--- src/verilog/adc_seq_pkg.sv ---
// shared constants and types for the conversion sequencer
package adc_seq_pkg;
  // timing
  localparam int unsigned CLK_FREQ_HZ     = 100_000_000;
  localparam int unsigned SPACING_UNIT_NS = 1_024_000;
  localparam int unsigned SPACING_TICK_CYCLES =
    (SPACING_UNIT_NS / 1000) * (CLK_FREQ_HZ / 1_000_000);
  localparam int unsigned SETTLE_UNIT_CYCLES = 4;
  localparam int unsigned SAMPLE_UNIT_CYCLES = 8;

  // widths
  localparam int unsigned ADDR_W   = 8;
  localparam int unsigned DATA_W   = 32;
  localparam int unsigned RAW_W    = 10;
  localparam int unsigned SUM_W    = 17;
  localparam int unsigned RESULT_W = 16;
  localparam int unsigned CNT_W    = 11;

  // register byte offsets
  localparam logic [7:0] OFS_CTRL   = 8'h00;
  localparam logic [7:0] OFS_CTRL2  = 8'h04;
  localparam logic [7:0] OFS_CTRL3  = 8'h08;
  localparam logic [7:0] OFS_SEL    = 8'h0C;
  localparam logic [7:0] OFS_RESULT = 8'h10;
  localparam logic [7:0] OFS_CLEAR  = 8'h14;

  // control word bits
  localparam int unsigned BIT_POWER_ON = 0;
  localparam int unsigned BIT_GO       = 1;
  localparam int unsigned BIT_DONE     = 2;
  localparam int unsigned BIT_REPEAT   = 3;
  localparam int unsigned BIT_CHOP     = 4;
  localparam int unsigned BIT_SE       = 5;
  localparam int unsigned BIT_IRQ_MASK = 6;
  localparam int unsigned BIT_SIGN     = 7;

  // second control word fields
  localparam int unsigned POS_SCALER = 0;
  localparam int unsigned POS_AVGEXP = 2;
  localparam int unsigned POS_SMPWIN = 8;
  localparam int unsigned POS_STWAIT = 16;

  // third control word fields
  localparam int unsigned POS_SETTLE  = 0;
  localparam int unsigned POS_SPACING = 8;

  // reset values
  localparam logic [7:0] SETTLE_RESET  = 8'h40;
  localparam logic [3:0] SMPWIN_RESET  = 4'h1;
  localparam logic [7:0] STWAIT_RESET  = 8'h00;
  localparam logic [7:0] SPACING_RESET = 8'h00;

  typedef enum logic [2:0] {
    ST_OFF     = 3'b000,
    ST_SETTLE  = 3'b001,
    ST_IDLE    = 3'b010,
    ST_ALIGN   = 3'b011,
    ST_GAP     = 3'b100,
    ST_SAMPLE  = 3'b101,
    ST_CONVERT = 3'b110,
    ST_STORE   = 3'b111
  } seq_state_e;
endpackage : adc_seq_pkg

--- src/verilog/acc_if.sv ---
// carrier between sequencer and sample accumulator
`timescale 1ns/1ps
interface acc_if;
  logic                           clr;
  logic                           add;
  logic [adc_seq_pkg::RAW_W-1:0]  din;
  logic [adc_seq_pkg::SUM_W-1:0]  sum;
  modport ctl (output clr, output add, output din, input sum);
  modport acc (input clr, input add, input din, output sum);
endinterface : acc_if

--- src/verilog/adc_conversion_sequencer.sv ---
// converter sequencer: power-up, conversions, averaging, chopping, regs
//
// The address map and the strobed register port were chosen for this implementation.
`timescale 1ns/1ps
module adc_conversion_sequencer #(
  parameter int unsigned TICK_CYCLES = adc_seq_pkg::SPACING_TICK_CYCLES
) (
  // clock and reset
  input  wire logic        mclk,
  input  wire logic        sys_rst,
  // register port
  input  wire logic [7:0]  regAddr,
  input  wire logic [31:0] regWdata,
  input  wire logic        regWr,
  input  wire logic        regRd,
  output logic      [31:0] regRdata,
  // analog core control
  output logic             regulatorEn,
  output logic             converterEn,
  output logic             sampleEn,
  output logic             convStart,
  output logic             offsetSign,
  output logic             singleEnded,
  output logic      [7:0]  chanSel,
  output logic      [3:0]  scaleSel,
  // analog core answer
  input  wire logic        convDone,
  input  wire logic [9:0]  convData,
  // system events
  output logic             convIrq,
  output logic             dmaReq
);
  localparam int unsigned TW = $clog2(TICK_CYCLES);

  if (TICK_CYCLES < 2) begin : g_bad_tick
    $error("TICK_CYCLES must be at least 2");
  end

  // configuration registers
  logic        powerOn_r,  powerOn_nxt;
  logic        repeat_r,   repeat_nxt;
  logic        chop_r,     chop_nxt;
  logic        se_r,       se_nxt;
  logic        irqMask_r,  irqMask_nxt;
  logic [1:0]  scaler_r,   scaler_nxt;
  logic [2:0]  avgExp_r,   avgExp_nxt;
  logic [3:0]  smpWin_r,   smpWin_nxt;
  logic [7:0]  stWait_r,   stWait_nxt;
  logic [7:0]  settle_r,   settle_nxt;
  logic [7:0]  spacing_r,  spacing_nxt;
  logic [2:0]  channel_r,  channel_nxt;
  logic [31:0] rdata_r,    rdata_nxt;
  // sequencer state
  adc_seq_pkg::seq_state_e state_r, state_nxt;
  logic [10:0] cnt_r,      cnt_nxt;
  logic [7:0]  convIdx_r,  convIdx_nxt;
  logic [7:0]  gapCnt_r,   gapCnt_nxt;
  logic [TW-1:0] tickCnt_r, tickCnt_nxt;
  logic        goBit_r,    goBit_nxt;
  logic        flag_r,     flag_nxt;
  logic        finPend_r,  finPend_nxt;
  logic        sign_r,     sign_nxt;
  logic [15:0] result_r,   result_nxt;
  logic [9:0]  lastRaw_r,  lastRaw_nxt;
  logic        dma_r,      dma_nxt;
  logic        regEn_r,    convEn_r,  smp_r,  start_r;
  // synchronisers
  logic        doneS1_r,   doneS2_r,  doneS3_r;
  logic [9:0]  dataS1_r,   dataS2_r;
  // helpers
  logic        ctrlWrite;
  logic        goWrite;
  logic        clearWrite;
  logic        doneRise;
  logic        tick;
  logic        lastConv;
  logic [10:0] cntInc;
  logic [10:0] settleTarget;
  logic [10:0] sampleTarget;
  logic [7:0]  convTotal;
  logic [2:0]  avgShift;
  logic [22:0] avgWide;
  acc_if       accBus ();

  assign ctrlWrite  = regWr && (regAddr == adc_seq_pkg::OFS_CTRL);
  assign goWrite    = ctrlWrite && regWdata[adc_seq_pkg::BIT_GO];
  assign clearWrite = regWr && (regAddr == adc_seq_pkg::OFS_CLEAR);
  assign doneRise   = doneS2_r && !doneS3_r;
  assign tick       = (tickCnt_r == TW'(TICK_CYCLES - 1));
  assign cntInc     = cnt_r + 11'h001;
  assign settleTarget = {1'b0, settle_r, 2'b00};
  assign sampleTarget = {4'h0, smpWin_r, 3'h0};
  // chopping forces at least two conversions
  assign convTotal  = (chop_r && avgExp_r == 3'h0) ? 8'h02 :
                      (8'h01 << avgExp_r);
  assign avgShift   = (chop_r && avgExp_r == 3'h0) ? 3'h1 : avgExp_r;
  assign lastConv   = (convIdx_r == convTotal - 8'h01);
  assign avgWide    = {accBus.sum, 6'h00} >> avgShift;

  // accumulator hookup
  assign accBus.clr = finPend_r || (state_r == adc_seq_pkg::ST_OFF) ||
                      (state_r == adc_seq_pkg::ST_SETTLE) ||
                      (state_r == adc_seq_pkg::ST_IDLE) ||
                      (state_r == adc_seq_pkg::ST_ALIGN);
  assign accBus.add = (state_r == adc_seq_pkg::ST_STORE);
  assign accBus.din = lastRaw_r;

  sample_accumulator u_acc (
    .mclk    (mclk),
    .sys_rst (sys_rst),
    .accPort (accBus)
  );

  // register file
  always_comb begin
    powerOn_nxt = powerOn_r;
    repeat_nxt  = repeat_r;
    chop_nxt    = chop_r;
    se_nxt      = se_r;
    irqMask_nxt = irqMask_r;
    scaler_nxt  = scaler_r;
    avgExp_nxt  = avgExp_r;
    smpWin_nxt  = smpWin_r;
    stWait_nxt  = stWait_r;
    settle_nxt  = settle_r;
    spacing_nxt = spacing_r;
    channel_nxt = channel_r;
    rdata_nxt   = 32'h0000_0000;
    if (ctrlWrite) begin
      powerOn_nxt = regWdata[adc_seq_pkg::BIT_POWER_ON];
      repeat_nxt  = regWdata[adc_seq_pkg::BIT_REPEAT];
      chop_nxt    = regWdata[adc_seq_pkg::BIT_CHOP];
      se_nxt      = regWdata[adc_seq_pkg::BIT_SE];
      irqMask_nxt = regWdata[adc_seq_pkg::BIT_IRQ_MASK];
    end
    if (regWr && regAddr == adc_seq_pkg::OFS_CTRL2) begin
      scaler_nxt = regWdata[adc_seq_pkg::POS_SCALER +: 2];
      avgExp_nxt = regWdata[adc_seq_pkg::POS_AVGEXP +: 3];
      smpWin_nxt = regWdata[adc_seq_pkg::POS_SMPWIN +: 4];
      stWait_nxt = regWdata[adc_seq_pkg::POS_STWAIT +: 8];
    end
    if (regWr && regAddr == adc_seq_pkg::OFS_CTRL3) begin
      settle_nxt  = regWdata[adc_seq_pkg::POS_SETTLE +: 8];
      spacing_nxt = regWdata[adc_seq_pkg::POS_SPACING +: 8];
    end
    if (regWr && regAddr == adc_seq_pkg::OFS_SEL) begin
      channel_nxt = regWdata[2:0];
    end
    if (regRd) begin
      case (regAddr)
        adc_seq_pkg::OFS_CTRL: begin
          rdata_nxt[adc_seq_pkg::BIT_POWER_ON] = powerOn_r;
          rdata_nxt[adc_seq_pkg::BIT_GO]       = goBit_r;
          rdata_nxt[adc_seq_pkg::BIT_DONE]     = flag_r;
          rdata_nxt[adc_seq_pkg::BIT_REPEAT]   = repeat_r;
          rdata_nxt[adc_seq_pkg::BIT_CHOP]     = chop_r;
          rdata_nxt[adc_seq_pkg::BIT_SE]       = se_r;
          rdata_nxt[adc_seq_pkg::BIT_IRQ_MASK] = irqMask_r;
          rdata_nxt[adc_seq_pkg::BIT_SIGN]     = sign_r;
        end
        adc_seq_pkg::OFS_CTRL2: begin
          rdata_nxt[adc_seq_pkg::POS_SCALER +: 2] = scaler_r;
          rdata_nxt[adc_seq_pkg::POS_AVGEXP +: 3] = avgExp_r;
          rdata_nxt[adc_seq_pkg::POS_SMPWIN +: 4] = smpWin_r;
          rdata_nxt[adc_seq_pkg::POS_STWAIT +: 8] = stWait_r;
        end
        adc_seq_pkg::OFS_CTRL3: begin
          rdata_nxt[adc_seq_pkg::POS_SETTLE +: 8]  = settle_r;
          rdata_nxt[adc_seq_pkg::POS_SPACING +: 8] = spacing_r;
        end
        adc_seq_pkg::OFS_SEL:    rdata_nxt[2:0]  = channel_r;
        adc_seq_pkg::OFS_RESULT: rdata_nxt[15:0] = result_r;
        default:                 rdata_nxt       = 32'h0000_0000;
      endcase
    end
  end

  always_ff @(posedge mclk) begin
    if (sys_rst) begin
      powerOn_r <= 1'b0;
      repeat_r  <= 1'b0;
      chop_r    <= 1'b0;
      se_r      <= 1'b0;
      irqMask_r <= 1'b0;
      scaler_r  <= 2'h0;
      avgExp_r  <= 3'h0;
      smpWin_r  <= adc_seq_pkg::SMPWIN_RESET;
      stWait_r  <= adc_seq_pkg::STWAIT_RESET;
      settle_r  <= adc_seq_pkg::SETTLE_RESET;
      spacing_r <= adc_seq_pkg::SPACING_RESET;
      channel_r <= 3'h0;
      rdata_r   <= 32'h0000_0000;
    end else begin
      powerOn_r <= powerOn_nxt;
      repeat_r  <= repeat_nxt;
      chop_r    <= chop_nxt;
      se_r      <= se_nxt;
      irqMask_r <= irqMask_nxt;
      scaler_r  <= scaler_nxt;
      avgExp_r  <= avgExp_nxt;
      smpWin_r  <= smpWin_nxt;
      stWait_r  <= stWait_nxt;
      settle_r  <= settle_nxt;
      spacing_r <= spacing_nxt;
      channel_r <= channel_nxt;
      rdata_r   <= rdata_nxt;
    end
  end

  // core answer synchronisers
  always_ff @(posedge mclk) begin
    if (sys_rst) begin
      doneS1_r <= 1'b0;
      doneS2_r <= 1'b0;
      doneS3_r <= 1'b0;
      dataS1_r <= 10'h000;
      dataS2_r <= 10'h000;
    end else begin
      doneS1_r <= convDone;
      doneS2_r <= doneS1_r;
      doneS3_r <= doneS2_r;
      dataS1_r <= convData;
      dataS2_r <= dataS1_r;
    end
  end

  // sequencer
  always_comb begin
    state_nxt   = state_r;
    cnt_nxt     = cntInc;
    convIdx_nxt = convIdx_r;
    gapCnt_nxt  = gapCnt_r;
    tickCnt_nxt = tick ? '0 : tickCnt_r + TW'(1);
    goBit_nxt   = goBit_r;
    flag_nxt    = flag_r;
    finPend_nxt = 1'b0;
    sign_nxt    = sign_r;
    result_nxt  = result_r;
    lastRaw_nxt = doneRise ? dataS2_r : lastRaw_r;
    dma_nxt     = finPend_r;
    if (clearWrite) begin
      flag_nxt = 1'b0;
    end
    if (finPend_r) begin
      flag_nxt   = 1'b1;
      result_nxt = avgWide[15:0];
    end
    // go write accepted only while the go bit is clear and power is on
    if (goWrite && !goBit_r && powerOn_r) begin
      goBit_nxt = 1'b1;
    end
    case (state_r)
      adc_seq_pkg::ST_OFF: begin
        if (powerOn_r) begin
          state_nxt = adc_seq_pkg::ST_SETTLE;
          cnt_nxt   = 11'h000;
        end
      end
      adc_seq_pkg::ST_SETTLE: begin
        if (cntInc >= settleTarget) begin
          state_nxt = adc_seq_pkg::ST_IDLE;
        end
      end
      adc_seq_pkg::ST_IDLE: begin
        cnt_nxt     = 11'h000;
        convIdx_nxt = 8'h00;
        sign_nxt    = 1'b0;
        if (finPend_r) begin
          goBit_nxt = 1'b0;
        end else if (goBit_r) begin
          state_nxt = (spacing_r != 8'h00) ? adc_seq_pkg::ST_ALIGN :
                      adc_seq_pkg::ST_SAMPLE;
        end
      end
      adc_seq_pkg::ST_ALIGN: begin
        cnt_nxt = 11'h000;
        if (tick) begin
          state_nxt = adc_seq_pkg::ST_SAMPLE;
        end
      end
      adc_seq_pkg::ST_GAP: begin
        cnt_nxt = 11'h000;
        if (!repeat_r) begin
          state_nxt = adc_seq_pkg::ST_IDLE;
          goBit_nxt = 1'b0;
        end else if (tick) begin
          gapCnt_nxt = gapCnt_r + 8'h01;
          if (gapCnt_r + 8'h01 == spacing_r) begin
            state_nxt = adc_seq_pkg::ST_SAMPLE;
          end
        end
      end
      adc_seq_pkg::ST_SAMPLE: begin
        if (cntInc >= sampleTarget) begin
          state_nxt = adc_seq_pkg::ST_CONVERT;
          cnt_nxt   = 11'h000;
        end
      end
      adc_seq_pkg::ST_CONVERT: begin
        if (stWait_r == 8'h00) begin
          if (doneRise) begin
            state_nxt = adc_seq_pkg::ST_STORE;
          end
        end else if (cnt_r == {3'h0, stWait_r}) begin
          state_nxt = adc_seq_pkg::ST_STORE;
        end
      end
      adc_seq_pkg::ST_STORE: begin
        cnt_nxt     = 11'h000;
        convIdx_nxt = convIdx_r + 8'h01;
        state_nxt   = adc_seq_pkg::ST_SAMPLE;
        sign_nxt    = chop_r ? !sign_r : 1'b0;
        if (lastConv) begin
          finPend_nxt = 1'b1;
          convIdx_nxt = 8'h00;
          sign_nxt    = 1'b0;
          gapCnt_nxt  = 8'h00;
          if (!repeat_r) begin
            state_nxt = adc_seq_pkg::ST_IDLE;
          end else if (spacing_r != 8'h00) begin
            state_nxt = adc_seq_pkg::ST_GAP;
          end else begin
            state_nxt = adc_seq_pkg::ST_SAMPLE;
          end
        end
      end
      default: state_nxt = adc_seq_pkg::ST_OFF;
    endcase
    if (!powerOn_r) begin
      state_nxt = adc_seq_pkg::ST_OFF;
      goBit_nxt = 1'b0;
    end
  end

  always_ff @(posedge mclk) begin
    if (sys_rst) begin
      state_r   <= adc_seq_pkg::ST_OFF;
      cnt_r     <= 11'h000;
      convIdx_r <= 8'h00;
      gapCnt_r  <= 8'h00;
      tickCnt_r <= '0;
      goBit_r   <= 1'b0;
      flag_r    <= 1'b0;
      finPend_r <= 1'b0;
      sign_r    <= 1'b0;
      result_r  <= 16'h0000;
      lastRaw_r <= 10'h000;
      dma_r     <= 1'b0;
      regEn_r   <= 1'b0;
      convEn_r  <= 1'b0;
      smp_r     <= 1'b0;
      start_r   <= 1'b0;
    end else begin
      state_r   <= state_nxt;
      cnt_r     <= cnt_nxt;
      convIdx_r <= convIdx_nxt;
      gapCnt_r  <= gapCnt_nxt;
      tickCnt_r <= tickCnt_nxt;
      goBit_r   <= goBit_nxt;
      flag_r    <= flag_nxt;
      finPend_r <= finPend_nxt;
      sign_r    <= sign_nxt;
      result_r  <= result_nxt;
      lastRaw_r <= lastRaw_nxt;
      dma_r     <= dma_nxt;
      regEn_r   <= (state_nxt != adc_seq_pkg::ST_OFF);
      convEn_r  <= (state_nxt != adc_seq_pkg::ST_OFF) &&
                   (state_nxt != adc_seq_pkg::ST_SETTLE);
      smp_r     <= (state_nxt == adc_seq_pkg::ST_SAMPLE);
      start_r   <= (state_r == adc_seq_pkg::ST_SAMPLE) &&
                   (state_nxt == adc_seq_pkg::ST_CONVERT);
    end
  end

  // outputs
  assign regRdata    = rdata_r;
  assign regulatorEn = regEn_r;
  assign converterEn = convEn_r;
  assign sampleEn    = smp_r;
  assign convStart   = start_r;
  assign offsetSign  = sign_r;
  assign singleEnded = se_r;
  assign chanSel     = 8'h01 << channel_r;
  assign scaleSel    = 4'h1 << scaler_r;
  assign convIrq     = flag_r && irqMask_r;
  assign dmaReq      = dma_r;
endmodule : adc_conversion_sequencer

--- src/verilog/sample_accumulator.sv ---
// running sum of converter samples for averaging
`timescale 1ns/1ps
module sample_accumulator (
  // clock and reset
  input wire logic mclk,
  input wire logic sys_rst,
  // sequencer side
  acc_if.acc       accPort
);
  logic [adc_seq_pkg::SUM_W-1:0] sum_r;
  logic [adc_seq_pkg::SUM_W-1:0] sum_nxt;

  always_comb begin
    sum_nxt = sum_r;
    if (accPort.clr) begin
      sum_nxt = '0;
    end else if (accPort.add) begin
      sum_nxt = sum_r + {{(adc_seq_pkg::SUM_W-adc_seq_pkg::RAW_W){1'b0}},
                         accPort.din};
    end
  end

  always_ff @(posedge mclk) begin
    if (sys_rst) begin
      sum_r <= '0;
    end else begin
      sum_r <= sum_nxt;
    end
  end

  assign accPort.sum = sum_r;
endmodule : sample_accumulator
--- config.mk ---
export PLATFORM = sky130hd
export DESIGN_NAME = adc_conversion_sequencer
export DESIGN_NICKNAME = d
export VERILOG_FILES = /design/src/verilog/adc_seq_pkg.sv /design/src/verilog/acc_if.sv /design/src/verilog/adc_conversion_sequencer.sv /design/src/verilog/sample_accumulator.sv
export SDC_FILE = /design/constraint.sdc
export NUM_CORES = 1
export LEC_CHECK = 0
export ABC_AREA = 1
export BUFFER_PORTS_ARGS = -buffer_cell sky130_fd_sc_hd__buf_2
export CAP_MARGIN = 20
export CORE_ASPECT_RATIO = 0.9
export CORE_MARGIN = 2
export CORE_UTILIZATION = 38
export DETAILED_ROUTE_END_ITERATION = 6
export GPL_ROUTABILITY_DRIVEN = 0
export PLACE_DENSITY_LB_ADDON = 0.3
export SLEW_MARGIN = 20
export SYNTH_ARGS = -nofsm -noshare
export SYNTH_HDL_FRONTEND = slang
export SYNTH_SLANG_ARGS = --single-unit
--- constraint.sdc ---
create_clock -name mclk -period 2.7 [get_ports mclk]
set_clock_uncertainty 0.05 [all_clocks]
set_input_delay 0.405 -clock mclk [delete_from_list [all_inputs] [get_ports mclk]]
set_output_delay 0.405 -clock mclk [all_outputs]
set_load 0.02 [all_outputs]
Word level (Yosys, flattened, before mapping)
Cells that the tools add are included.
{"block": "word_totals", "mem_bits_ro": 0, "latch_bits": 0, "inputBits": 55, "ram_bits": 0, "output_inout_bits": 52, "regBits": 195, "n_memories": 0}
{"block": "op_classes", "n_div": 0, "shifts": 4, "bitwise_logic": 4, "multipliers": 0, "n_reduce_logical": 37, "muxes": 43, "eq_ne": 22, "order_cmp": 2, "addsub": 6}
{"operator": "two-way mux 3 bit", "count": 16}
{"operator": "two-way mux 8 bit", "count": 5}
{"operator": "case mux 11 bit (3 select lines)", "count": 1}
{"operator": "case mux 8 bit (2 select lines)", "count": 2}
{"operator": "case mux 3 bit (8 select lines)", "count": 1}
{"operator": ">> shifter 23 x 3 -> 16 bit", "count": 1}
{"operator": "two-way mux 11 bit", "count": 2}
{"operator": "equality test 3 bit (second input constant)", "count": 6}
{"operator": "adder 17 x 1 -> 17 bit (second input constant)", "count": 1}
{"operator": "adder 17 x 10 -> 17 bit", "count": 1}
{"operator": "equality test 17 bit (second input constant)", "count": 1}
{"operator": "adder 8 x 1 -> 8 bit (second input constant)", "count": 2}
{"operator": "equality test 8 x 4 -> 1 bit (second input constant)", "count": 2}
{"operator": "equality test 8 x 5 -> 1 bit (second input constant)", "count": 2}
{"operator": "equality test 8 bit", "count": 2}
{"operator": "zero test 8 bit", "count": 2}
{"operator": "left shift 1 x 3 -> 8 bit (first input constant)", "count": 2}
{"operator": "case mux 3 bit (5 select lines)", "count": 1}
{"operator": "logical AND 1 bit", "count": 13}
{"operator": "case mux 4 bit (3 select lines)", "count": 1}
{"operator": "adder 11 x 1 -> 11 bit (second input constant)", "count": 1}
{"operator": "equality test 11 x 8 -> 1 bit", "count": 1}
{"operator": ">= comparator 11 x 10 -> 1 bit", "count": 1}
{"operator": ">= comparator 11 x 7 -> 1 bit", "count": 1}
{"operator": "23 further kinds", "count": 50}

Logic depth before layout (Yosys ltp)
Gate-level depths: netlist of run 1.
{"block": "logic_depth", "word_depth": 10, "depth_mapped": 18}

By module
Synthesis of run 1 repeated with hierarchy kept, for this count alone.
{"block": "unflattened", "cells_unflattened": 1431, "area_unflattened_um2": 9576.7}
{"mod": "adc_conversion_sequencer", "seq_area_each_um2": 3403.3, "area_per_inst_um2": 8250.4, "instances": 1, "cells_each": 1210}
{"mod": "sample_accumulator", "seq_area_each_um2": 340.3, "area_per_inst_um2": 1326.3, "instances": 1, "cells_each": 221}

Worst setup path after synthesis of run 1
Ideal clock, no wire load.
{"block": "synth_path", "path_type": "flip-flop to flip-flop", "from": "reg cnt_r[0]", "to": "reg convEn_r, in the netlist converterEn", "t_required_ns": 2.535, "t_arrival_ns": 2.255, "path_slack_ns": 0.280, "path_buffers": 0, "stages_incl_launch_ff": 18, "setup_time_ns": 0.115, "cell_sequence": "dfxtp_1 -> ha_1 -> nand2_1 -> nor3_1 -> xor2_1 -> ha_1 -> nand2_1 -> inv_1 -> nand2_1 -> nand2_1 -> o21ai_0 -> nand2_1 -> nand2_1 -> nand3_1 -> nand2_1 -> nand4_1 -> nand2_1 -> nand2_1"}
{"block": "synth_via", "elab_chain_len": 7}
{"item": "from (decl)", "line_no": "adc_conversion_sequencer.sv:55", "rtl": "logic [10:0] cnt_r, cnt_nxt;"}
{"item": "from (signal assigned)", "line_no": "adc_conversion_sequencer.sv:355", "rtl": "cnt_r <= cnt_nxt;"}
{"item": "adder 11 x 1 -> 11 bit or equality test 11 x 8 -> 1 bit (tied branches)", "line_no": "adc_conversion_sequencer.sv:90, adc_conversion_sequencer.sv:304"}
{"item": ">= comparator 11 x 7 -> 1 bit (tied with other cells)", "line_no": "adc_conversion_sequencer.sv:294", "rtl": "if (cntInc >= sampleTarget) begin"}
{"item": "two-way mux 3 bit, on equally long branches", "line_no": "adc_conversion_sequencer.sv:294, adc_conversion_sequencer.sv:260, adc_conversion_sequencer.sv:300"}
{"item": "case mux 3 bit (8 select lines) *", "line_no": "adc_conversion_sequencer.sv:252", "rtl": "case (state_r)"}
{"item": "two-way mux 3 bit *", "line_no": "adc_conversion_sequencer.sv:329", "rtl": "if (!powerOn_r) begin"}
{"item": "inequality test 3 x 1 -> 1 bit or nonzero test 3 bit (tied branches)", "line_no": "adc_conversion_sequencer.sv:368, adc_conversion_sequencer.sv:367"}
{"item": "logical AND 1 bit *", "line_no": "adc_conversion_sequencer.sv:367", "rtl": "convEn_r <= (state_nxt != adc_seq_pkg::ST_OFF) &&"}
{"item": "to (signal assigned)", "line_no": "adc_conversion_sequencer.sv:367"}
{"item": "to (decl)", "line_no": "adc_conversion_sequencer.sv:66", "rtl": "logic regEn_r, convEn_r, smp_r, start_r;"}
Every way passes the cells marked *; elsewhere a longest branch is shown, timed or not.
A chain may end at the register's enable or synchronous reset.

Worst setup path after layout of run 1
{"block": "layout_path", "from": "reg cnt_r[1]", "to": "reg convEn_r, in the netlist converterEn"}
Same word-level chain as after synthesis.

==> results.py, run 1 <==
metrics = {
    "outcome": {
        "status": "finished clean",
    },
    "worst_setup_path": {
        "crit_path_max_fanout": 4,
        "cp.arrival_ns": 2.77,
        "timing.setup.critical_path_class": "reg -> reg",
        "cp.required_ns": 2.99,
        "critPathCaptureType": "register",
        "r2r_cells": 15,
        "r2r-start": "cnt_r[1]",
        "cp-start-kind": "register",
        "worst_r2r_endpoint": "converterEn",
        "r2r_slack_ns": 0.22,
    },
    "sta": {
        "setup_violations": 0,
        "hold_viol_final": 0,
        "final.min_clock_period_ns": 2.48,
        "period_share": 0.919,
        "worst-slew-pin-transition_ns": 0.987,
        "setup_ws_ns": 0.219,
        "max_freq_mhz": 403,
        "slew_headroom": 0.342,
        "slew_violations": 0,
    },
    "cells_and_area": {
        "area_growth_pct": 15.3,
        "final_cell_mix": "291 x nand2_1, 189 x inv_1, 185 x dfxtp_1",
        "n_antenna_cell": 0,
        "fin_area_um2": 10700,
        "instances_no_fill": 1748,
        "drive_gt1_frac": 0.125,
        "final_util": 0.443,
        "fill_cells": 2460,
        "fin_nets": 1511,
        "final_common_cell": "nand2_1",
    },
    "min_path": {
        "holdPathStages": 3,
        "whs_endpoint": "dataS1_r[5]",
        "min-delay-start": "convData[5]",
        "holdCritPathClass": "in -> reg",
    },
    "global_route": {
        "grt_pass1_wl_um": 38900,
        "grtUsageTotal": 0.185,
        "overflow": 0,
        "grt_max_degree": 57,
        "antenna_found_initial": 0,
        "grt_pass1_vias": 7966,
    },
    "synth": {
        "yosysUniqueCellTypes": 52,
        "ys_async_sr_fraction": 0,
        "netlist_instances": 1338,
        "avgSynthCellArea_um2": 6.93,
        "synth-seq-cells": 187,
        "synth_area_um2": 9280,
        "yosys_warnings": 0,
        "synth_edf_count": 0,
        "yosysSeqAreaShare": 0.404,
        "synthFlopType": "dfxtp_1",
    },
    "clock_network": {
        "clk_latency_ns": 0.44,
        "numCtsBuffers": 17,
        "clk_path_buf_depth": 2,
        "cts-htree-levels": 4,
        "cts-root-buf": "clkbuf_16",
        "cts_tree": "built",
        "numClockSinks": 187,
        "clkTransAtPathRegs_ns": 0.08,
    },
    "detailed_routing": {
        "via_count": 8654,
        "drt_wl_total_um": 23400,
        "drt_first_pass_iters": 6,
        "drc": 0,
        "ant_nets": 0,
        "wl_per_cell_um": 13.4,
        "routed_via_density": 4.95,
        "first_iter_violations": 668,
    },
    "placed_design": {
        "pre_cts_slack_ns": 0.0937,
        "dpl-instance-area_um2": 10000,
        "dp.final_hpwl_um": 17400,
        "port_buffers": 90,
        "dp.cells": 1714,
    },
    "floorplanning": {
        "ios": 107,
        "floorplan.initialDensity": 0.385,
        "core_area_um2": 24100,
        "die_y_um": 152,
        "rows": 54,
        "fp.dieArea_um2": 25700,
        "die_w_um": 169,
    },
    "power": {
        "power_leakage_nw": 4.84,
        "ir_drop_mv": 0.403,
        "p_per_area_nw_per_um2": 522,
    },
    "run": {
        "drv_cap": 0,
    },
}
[repair_timing]
item,in CTS,in global routing
buffers inserted,0,2
resized for setup,0,12
hold endpoints to repair,0,0
hold buffers,0,0
endpoints found under the setup margin,0,15
[logic make-up after synthesis]
logic type | share of synthesized area
mux | 0.00108
simple gates | 0.281
other cells | 0.000404
flops | 0.404
xor+xnor | 0.0255
fa+ha+maj | 0.0399
compound gates | 0.144
buf+inv | 0.105
[critical path, cell delays in order (launching register included)]
cell,delay [ns]
dfxtp_4,0.37
ha_1,0.18
nand2_2,0.10
nor2_2,0.19
buf_4,0.15
nand3_1,0.08
nand2_2,0.11
inv_1,0.05
ha_1,0.28
a21o_1,0.16
a21oi_1,0.18
nand3_1,0.10
nand2_1,0.10
nand4_1,0.12
nand2_1,0.11
nand2_1,0.05
[registers in the layout (all words and copies together), names as in the netlist, 4 cells and up]
name               count
gapCnt_r               8
tickCnt_r             17
result_r              16
settle_r               8
accBus.din            10
cnt_r                 11
dataS2_r              10
smpWin_r               4
stWait_r               8
regRdata              24
dataS1_r              10
u_acc.accPort.sum     17
convIdx_r              8
spacing_r              8
[worst max-delay path by stage]
stage	from	to	slack (ns)
after CTS	cnt_r[1]	cnt_r[8]	0.02
final	cnt_r[1]	converterEn	0.22
after floorplan	cnt_r[0]	converterEn	0.28
after global placement	cnt_r[1]	converterEn	0.19
after detailed placement	cnt_r[1]	cnt_r[5]	0.09
after global routing	cnt_r[1]	converterEn	-0.01
[power by group]
part | internal [mW] | switching, mW
registers | 2.79 | 0.0165
logic | 0.0711 | 0.137
clock network | 1.27 | 1.30
[synth_stat cells (2+ instances only)]
master | count | area (um2)
o21a_1 | 2 | 15.0
o21ai_1 | 5 | 25.0
nor4_1 | 3 | 18.8
and3_1 | 2 | 12.5
inv_2 | 9 | 33.8
buf_4 | 11 | 82.6
a41oi_1 | 2 | 17.5
nor3_2 | 2 | 20.0
o211ai_1 | 6 | 45.0
ha_1 | 28 | 350
xnor2_1 | 9 | 78.8
or2_1 | 3 | 18.8
or2_2 | 2 | 12.5
nor2_1 | 163 | 612
o21ai_0 | 88 | 440
nor3_1 | 28 | 140
dfxtp_1 | 187 | 3740
a31oi_1 | 9 | 56.3
nor3b_1 | 3 | 22.5
a21o_1 | 3 | 22.5
o21bai_1 | 3 | 22.5
buf_2 | 7 | 35.0
nand2_1 | 294 | 1100
a221oi_1 | 3 | 26.3
clkbuf_1 | 21 | 78.8
a211oi_1 | 17 | 128
inv_1 | 189 | 709
xor2_1 | 18 | 158
nor2_2 | 8 | 50.1
nand2_2 | 2 | 12.5
o22ai_1 | 7 | 43.8
nand3_1 | 67 | 335
a21oi_1 | 92 | 460
nand3_2 | 3 | 30.0
nor2_4 | 3 | 33.8
nand4_1 | 21 | 131
buf_1 | 3 | 11.3
[stage by stage]
| stage | hold slack, ns | total power, mW | setup TNS (ns) |
|---|---|---|---|
| floorplan | 0.338 | 3.00 | 0 |
| global placement | 0.346 | 3.07 | 0 |
| detailed placement | 0.343 | 3.08 | 0 |
| CTS | 0.0977 | 5.64 | 0 |
| global route | 0.100 | 5.79 | -0.0298 |
| finish | 0.110 | 5.58 | 0 |
[final cells by class]
type                            count  area [um2]  share of cell area
Multi-Input combinational cell    915        4620               0.432
Clock buffer                       17         425              0.0398
Inverter                          200         753              0.0705
Tap cell                          308         385              0.0360
Sequential cell                   187        3750               0.351
Clock inverter                     15         190              0.0178
Timing Repair Buffer              106         571              0.0534
[layer usage]
metal	track usage	part of all wire	up-vias
met4	0.0447	0.010	0
met2	0.298	0.45	220
li1	-	-	4475
met1	0.257	0.49	3942
met5	0	0	-
met3	0.0345	0.051	17
Power figures use the tool's default switching activity.
==> run 2: changes to the inputs <==
Settings changed: CORE_UTILIZATION 38 to 55.
==> run 2 against run 1 <==
Net effect: sequential share of layout area is 0.38 points higher; critical path depth is 2 higher; register-to-register slack worse by 0.04 ns; global-route usage is 7.1 points higher; wire length is 2.5% lower; worst setup slack worse by 0.036 ns; via count is 1.2% higher; die area is 30% lower; final area is 1.1% lower; critical path type unchanged; largest power group unchanged.
==> results.py, run 2 (synthesis gave the netlist of run 1 again) <==
metrics = {
    "sta": {
        "period_share": 0.933,
        "slew_headroom": 0.552,
        "setup_ws_ns": 0.182,
        "fin_hold_ws_ns": 0.113,
        "slew_violations": 0,
        "hold_viol_final": 0,
        "final.min_clock_period_ns": 2.52,
        "rsz0062_at_grt": "false",
        "worst-slew-pin-transition_ns": 0.671,
        "tns_ns": 0,
        "max_freq_mhz": 397,
        "setup_violations": 0,
    },
    "floorplanning": {
        "rows": 45,
        "die_y_um": 127,
        "core_area_um2": 16700,
        "floorplan.initialDensity": 0.557,
        "ios": 107,
        "die_w_um": 141,
        "fp.dieArea_um2": 17900,
    },
    "cells_and_area": {
        "instances_no_fill": 1649,
        "largest_reg_flops": 24,
        "final_cell_mix": "292 x nand2_1, 189 x inv_1, 185 x dfxtp_1",
        "area_growth_pct": 14.0,
        "final_common_cell": "nand2_1",
        "fin_nets": 1509,
        "n_antenna_cell": 0,
        "drive_gt1_frac": 0.123,
    },
    "detailed_routing": {
        "drt_first_pass_iters": 7,
        "first_iter_violations": 850,
        "ant_nets": 0,
        "drt_wl_total_um": 22800,
        "routed_via_density": 5.31,
        "wl_per_cell_um": 13.8,
        "via_count": 8761,
        "drc": 0,
    },
    "worst_setup_path": {
        "critPathLaunch": "cnt_r[1]",
        "cp.required_ns": 2.99,
        "crit_top_cell": "nand2_1",
        "r2r-start": "cnt_r[1]",
        "critPathCaptureType": "register",
        "crit_path_max_fanout": 4,
        "cp.arrival_ns": 2.80,
        "crit_slowest_cell": "dfxtp_2",
        "crit_end": "converterEn",
        "worst_r2r_endpoint": "converterEn",
        "r2r_cells": 17,
        "cp-start-kind": "register",
        "r2r_slack_ns": 0.18,
        "slowest_delay_ns": 0.37,
        "timing.setup.critical_path_class": "reg -> reg",
        "cp_cell_sequence": "ha_1, nand2_2, nor3_2, xor2_1, ha_1, nand2_1, inv_1, nand2_1, nand2_1, o21ai_0, nand2_1, nand2_1, nand3_1, nand2_1, nand4_1, nand2_1, nand2_1",
    },
    "placed_design": {
        "pre_cts_slack_ns": 0.0242,
        "dp.cells": 1616,
        "port_buffers": 90,
        "dp.final_hpwl_um": 16800,
    },
    "power": {
        "power_leakage_nw": 4.83,
        "finalPower_mw": 5.63,
        "p_per_area_nw_per_um2": 533,
        "ir_drop_mv": 0.490,
    },
    "clock_network": {
        "clk_path_buf_depth": 2,
        "cts_hold_buf": 0,
        "clkTransAtPathRegs_ns": 0.08,
        "numClockSinks": 187,
        "cts_tree": "built",
        "cts-root-buf": "clkbuf_16",
        "clk_latency_ns": 0.44,
        "numCtsBuffers": 17,
        "cts-htree-levels": 4,
    },
    "global_route": {
        "antenna_found_initial": 0,
        "grt_max_degree": 57,
        "overflow": 0,
        "grt_pass1_wl_um": 37300,
        "grt_pass1_vias": 7816,
        "grtUsageTotal": 0.257,
    },
    "outcome": {
        "status": "finished clean",
    },
    "min_path": {
        "holdCritPathClass": "in -> reg",
    },
    "run": {
        "drv_cap": 0,
    },
}
[run 2: where the power goes]
group / total (mW) / internal (mW) / leakage (nW) / switching (mW)
logic: 0.205 / 0.0710 / 3.01 / 0.134
clock network: 2.62 / 1.42 / 0.307 / 1.20
registers: 2.81 / 2.79 / 1.51 / 0.0188
[run 2: how the worst min path moves through the flow]
stage                start     endpoint  slack (ns)  cells after the start
3_5_place_dp   dataS1_r[2]  dataS2_r[2]        0.34                      2
6_report       convData[1]  dataS1_r[1]        0.11                      3
2_1_floorplan  dataS1_r[0]  dataS2_r[0]        0.34                      2
3_3_place_gp   dataS1_r[6]  dataS2_r[6]        0.34                      2
5_1_grt           convDone     doneS1_r        0.11                      3
4_1_cts        convData[1]  dataS1_r[1]        0.10                      3
[run 2: through the flow]
stage                     cell area (um2)   util
after detailed placement             9890  0.594
after global routing                10600  0.634
after CTS                           10500  0.632
after global placement               9890  0.594
final                               10600  0.634
after floorplan                      9300      -
[run 2: repair_timing]
item	in CTS	in global routing
pin swaps	0	3
setup buffers	0	1
resized for setup	1	9
endpoints found under the setup margin	2	14
[run 2: critical path: cells and delay by family (launching register included)]
| kind | cells | cell delay, ns |
|---|---|---|
| compound gates | 1 | 0.13 |
| xor+xnor | 1 | 0.22 |
| fa+ha+maj | 2 | 0.47 |
| buf+inv | 1 | 0.06 |
| flops | 1 | 0.37 |
| simple gates | 12 | 1.12 |
[run 2: final cells by class]
cell class | instances | area (um2)
Clock buffer | 17 | 425
Clock inverter | 15 | 205
Fill cell | 1459 | 6100
Inverter | 200 | 753
Multi-Input combinational cell | 915 | 4620
Sequential cell | 187 | 3750
Tap cell | 211 | 264
Timing Repair Buffer | 104 | 556
[run 2: metal layers]
metal  track usage  vias up  wire (um)
met5             0        -          0
met4        0.0759        0        529
met3        0.0543       38       1600
met2         0.408      287      10300
met1         0.354     3967      10400
li1              -     4469          -
==> run 3: changes to the inputs <==
Settings changed: ABC_AREA 1 to 0.
==> run 3 against run 2 <==
Net effect: maximum frequency is 5.6% lower; die area shrank 0.38%; non-clock buffer count increased by 30; first-iteration DRC count shrank 7.2%; via count fell by 8.8%; register-to-register slack worse by 0.15 ns; combinational power fell by 4%; utilization is 2.0 points higher; critical endpoint is now convStart; highest routed layer unchanged.
==> results.py, run 3 <==
metrics = {
    "synth": {
        "netlist_instances": 1077,
        "synthFlopType": "dfxtp_1",
        "synth_top_area_frac": 0.405,
        "synth_area_um2": 9240,
        "yosysUniqueCellTypes": 85,
        "synth-seq-cells": 187,
        "avgSynthCellArea_um2": 8.58,
        "yosys.area.top_type": "dfxtp_1",
        "synth_edf_count": 0,
        "yosys_warnings": 0,
        "yosysSeqAreaShare": 0.405,
        "ys_top_cells_by_count": "187 x dfxtp_1, 130 x nand2_1, 92 x nor2_1, 81 x a21oi_1, 50 x clkbuf_1",
        "yosysMostFrequentCell": "dfxtp_1",
        "ys_async_sr_fraction": 0,
        "synth.area.top_cells": "dfxtp_1 41%, nand2_1 5.3%, a21oi_1 4.4%, mux2i_1 4.1%, ha_1 3.8%",
    },
    "power": {
        "ir_drop_mv": 0.565,
        "p_per_area_nw_per_um2": 514,
        "power_leakage_nw": 4.25,
    },
    "placed_design": {
        "port_buffers": 90,
        "dp.final_hpwl_um": 16400,
        "dpl-instance-area_um2": 9990,
    },
    "cells_and_area": {
        "final_cell_mix": "181 x dfxtp_1, 129 x nand2_1, 91 x nor2_1",
        "fin_nets": 1244,
        "final_common_cell": "dfxtp_1",
        "largest_reg_flops": 24,
        "fin_area_um2": 10700,
        "area_growth_pct": 15.4,
        "drive_gt1_frac": 0.187,
    },
    "clock_network": {
        "clkTransAtPathRegs_ns": 0.07,
        "clk_latency_ns": 0.44,
        "cts-root-buf": "clkbuf_16",
        "cts_hold_buf": 0,
        "numClockSinks": 187,
        "cts_tree": "built",
        "cts-htree-levels": 4,
        "clk_path_buf_depth": 2,
        "numCtsBuffers": 17,
    },
    "worst_setup_path": {
        "cp.arrival_ns": 2.94,
        "critPathLaunch": "chop_r",
        "r2r-start": "chop_r",
        "cp.required_ns": 2.97,
        "crit_path_max_fanout": 8,
        "critPathCaptureType": "register",
        "cp-start-kind": "register",
        "timing.setup.critical_path_class": "reg -> reg",
    },
    "floorplanning": {
        "floorplan.initialDensity": 0.567,
        "rows": 44,
        "die_w_um": 141,
        "core_area_um2": 16300,
        "ios": 107,
        "fp.dieArea_um2": 17900,
        "die_y_um": 127,
    },
    "sta": {
        "max_freq_mhz": 375,
        "worst-slew-pin-transition_ns": 0.712,
        "slew_violations": 0,
        "setup_violations": 0,
        "hold_viol_final": 0,
        "period_share": 0.988,
        "final.min_clock_period_ns": 2.67,
        "rsz0062_at_grt": "true",
        "slew_headroom": 0.524,
        "tns_ns": 0,
    },
    "detailed_routing": {
        "wl_per_cell_um": 16.5,
        "drt_wl_total_um": 22800,
        "first_iter_violations": 789,
        "ant_nets": 0,
        "drt_first_pass_iters": 6,
        "via_count": 7994,
        "drc": 0,
        "routed_via_density": 5.79,
    },
    "min_path": {
        "min-delay-start": "convData[8]",
        "holdCritPathClass": "in -> reg",
    },
    "global_route": {
        "antenna_found_initial": 0,
        "grt_pass1_vias": 7338,
        "grt_max_degree": 86,
        "grtUsageTotal": 0.256,
        "overflow": 0,
        "grt_pass1_wl_um": 36600,
    },
    "run": {
        "drv_cap": 0,
    },
    "outcome": {
        "status": "finished clean",
    },
}
run 3: kinds of logic (layout without fill, tap and decap cells):
group,count (synthesis),count (layout),synth area share
and+or+nand+nor,439,439,0.243
adders and majority gates,29,29,0.0401
DFF,187,187,0.405
buffers and inverters,112,201,0.0512
muxes,46,46,0.0546
AOI/OAI and AO/OA,210,210,0.156
other,1,9,0.000406
xor gates and xnor gates,53,53,0.0502
run 3: final timing paths:
check | cells after the start | slack [ns] | endpoint
hold / removal | 2 | 0.12 | dataS1_r[8]
setup / recovery | 10 | 0.03 | convStart
setup reg to reg | 10 | 0.03 | convStart
hold reg to reg | 2 | 0.39 | accBus.din[6]
run 3: critical path, stage by stage, from the launching register on:
cell and delay, ns:
dfxtp_2 0.32, or4_4 0.55, ha_4 0.22, o21ba_4 0.19, o311a_1 0.28, a41o_1 0.22, nor2_2 0.13, buf_4 0.14
nand4_1 0.10, a32oi_2 0.25, nor3_1 0.08
run 3: power breakdown:
group | total (mW) | switching (mW) | internal [mW]
Sequential | 2.80 | 0.0144 | 2.78
Combinational | 0.197 | 0.121 | 0.0754
Clock | 2.49 | 1.18 | 1.31
run 3: area by class of cell:
type / instances / area (um2)
inverters: 35 / 131
clock inverters: 15 / 156
clock buffers: 17 / 425
well taps: 207 / 259
diodes: 1 / 2.50
fillers: 1367 / 5630
multi-input cells: 785 / 5140
flip-flops and latches: 187 / 3750
repair buffers: 134 / 800
run 3: through the flow:
step,hold WS (ns),setup slack (ns),total power [mW],util,std cells
floorplan,0.364,0.0412,2.98,-,1084
global placement,0.366,-0.0631,3.05,0.613,1347
detailed placement,0.372,-0.0802,3.05,0.613,1347
CTS,0.100,0.0175,5.52,0.649,1380
global route,0.114,-0.0674,5.65,0.654,1380
finish,0.115,0.0315,5.48,0.654,1381
run 3: per-layer routing:
metal,vias up,wire (um),global-route usage
li1,3929,-,-
met1,3765,10600,0.358
met2,262,10200,0.391
met3,38,1560,0.0596
met4,0,416,0.0871
met5,-,0,0
run 3: timing repair:
item | 4_1_cts | 5_1_grt
resized for setup | 2 | 19
pin swaps | 5 | 9
hold endpoints to repair | 0 | 0
setup buffers | 1 | 0
setup endpoints to repair | 11 | 16
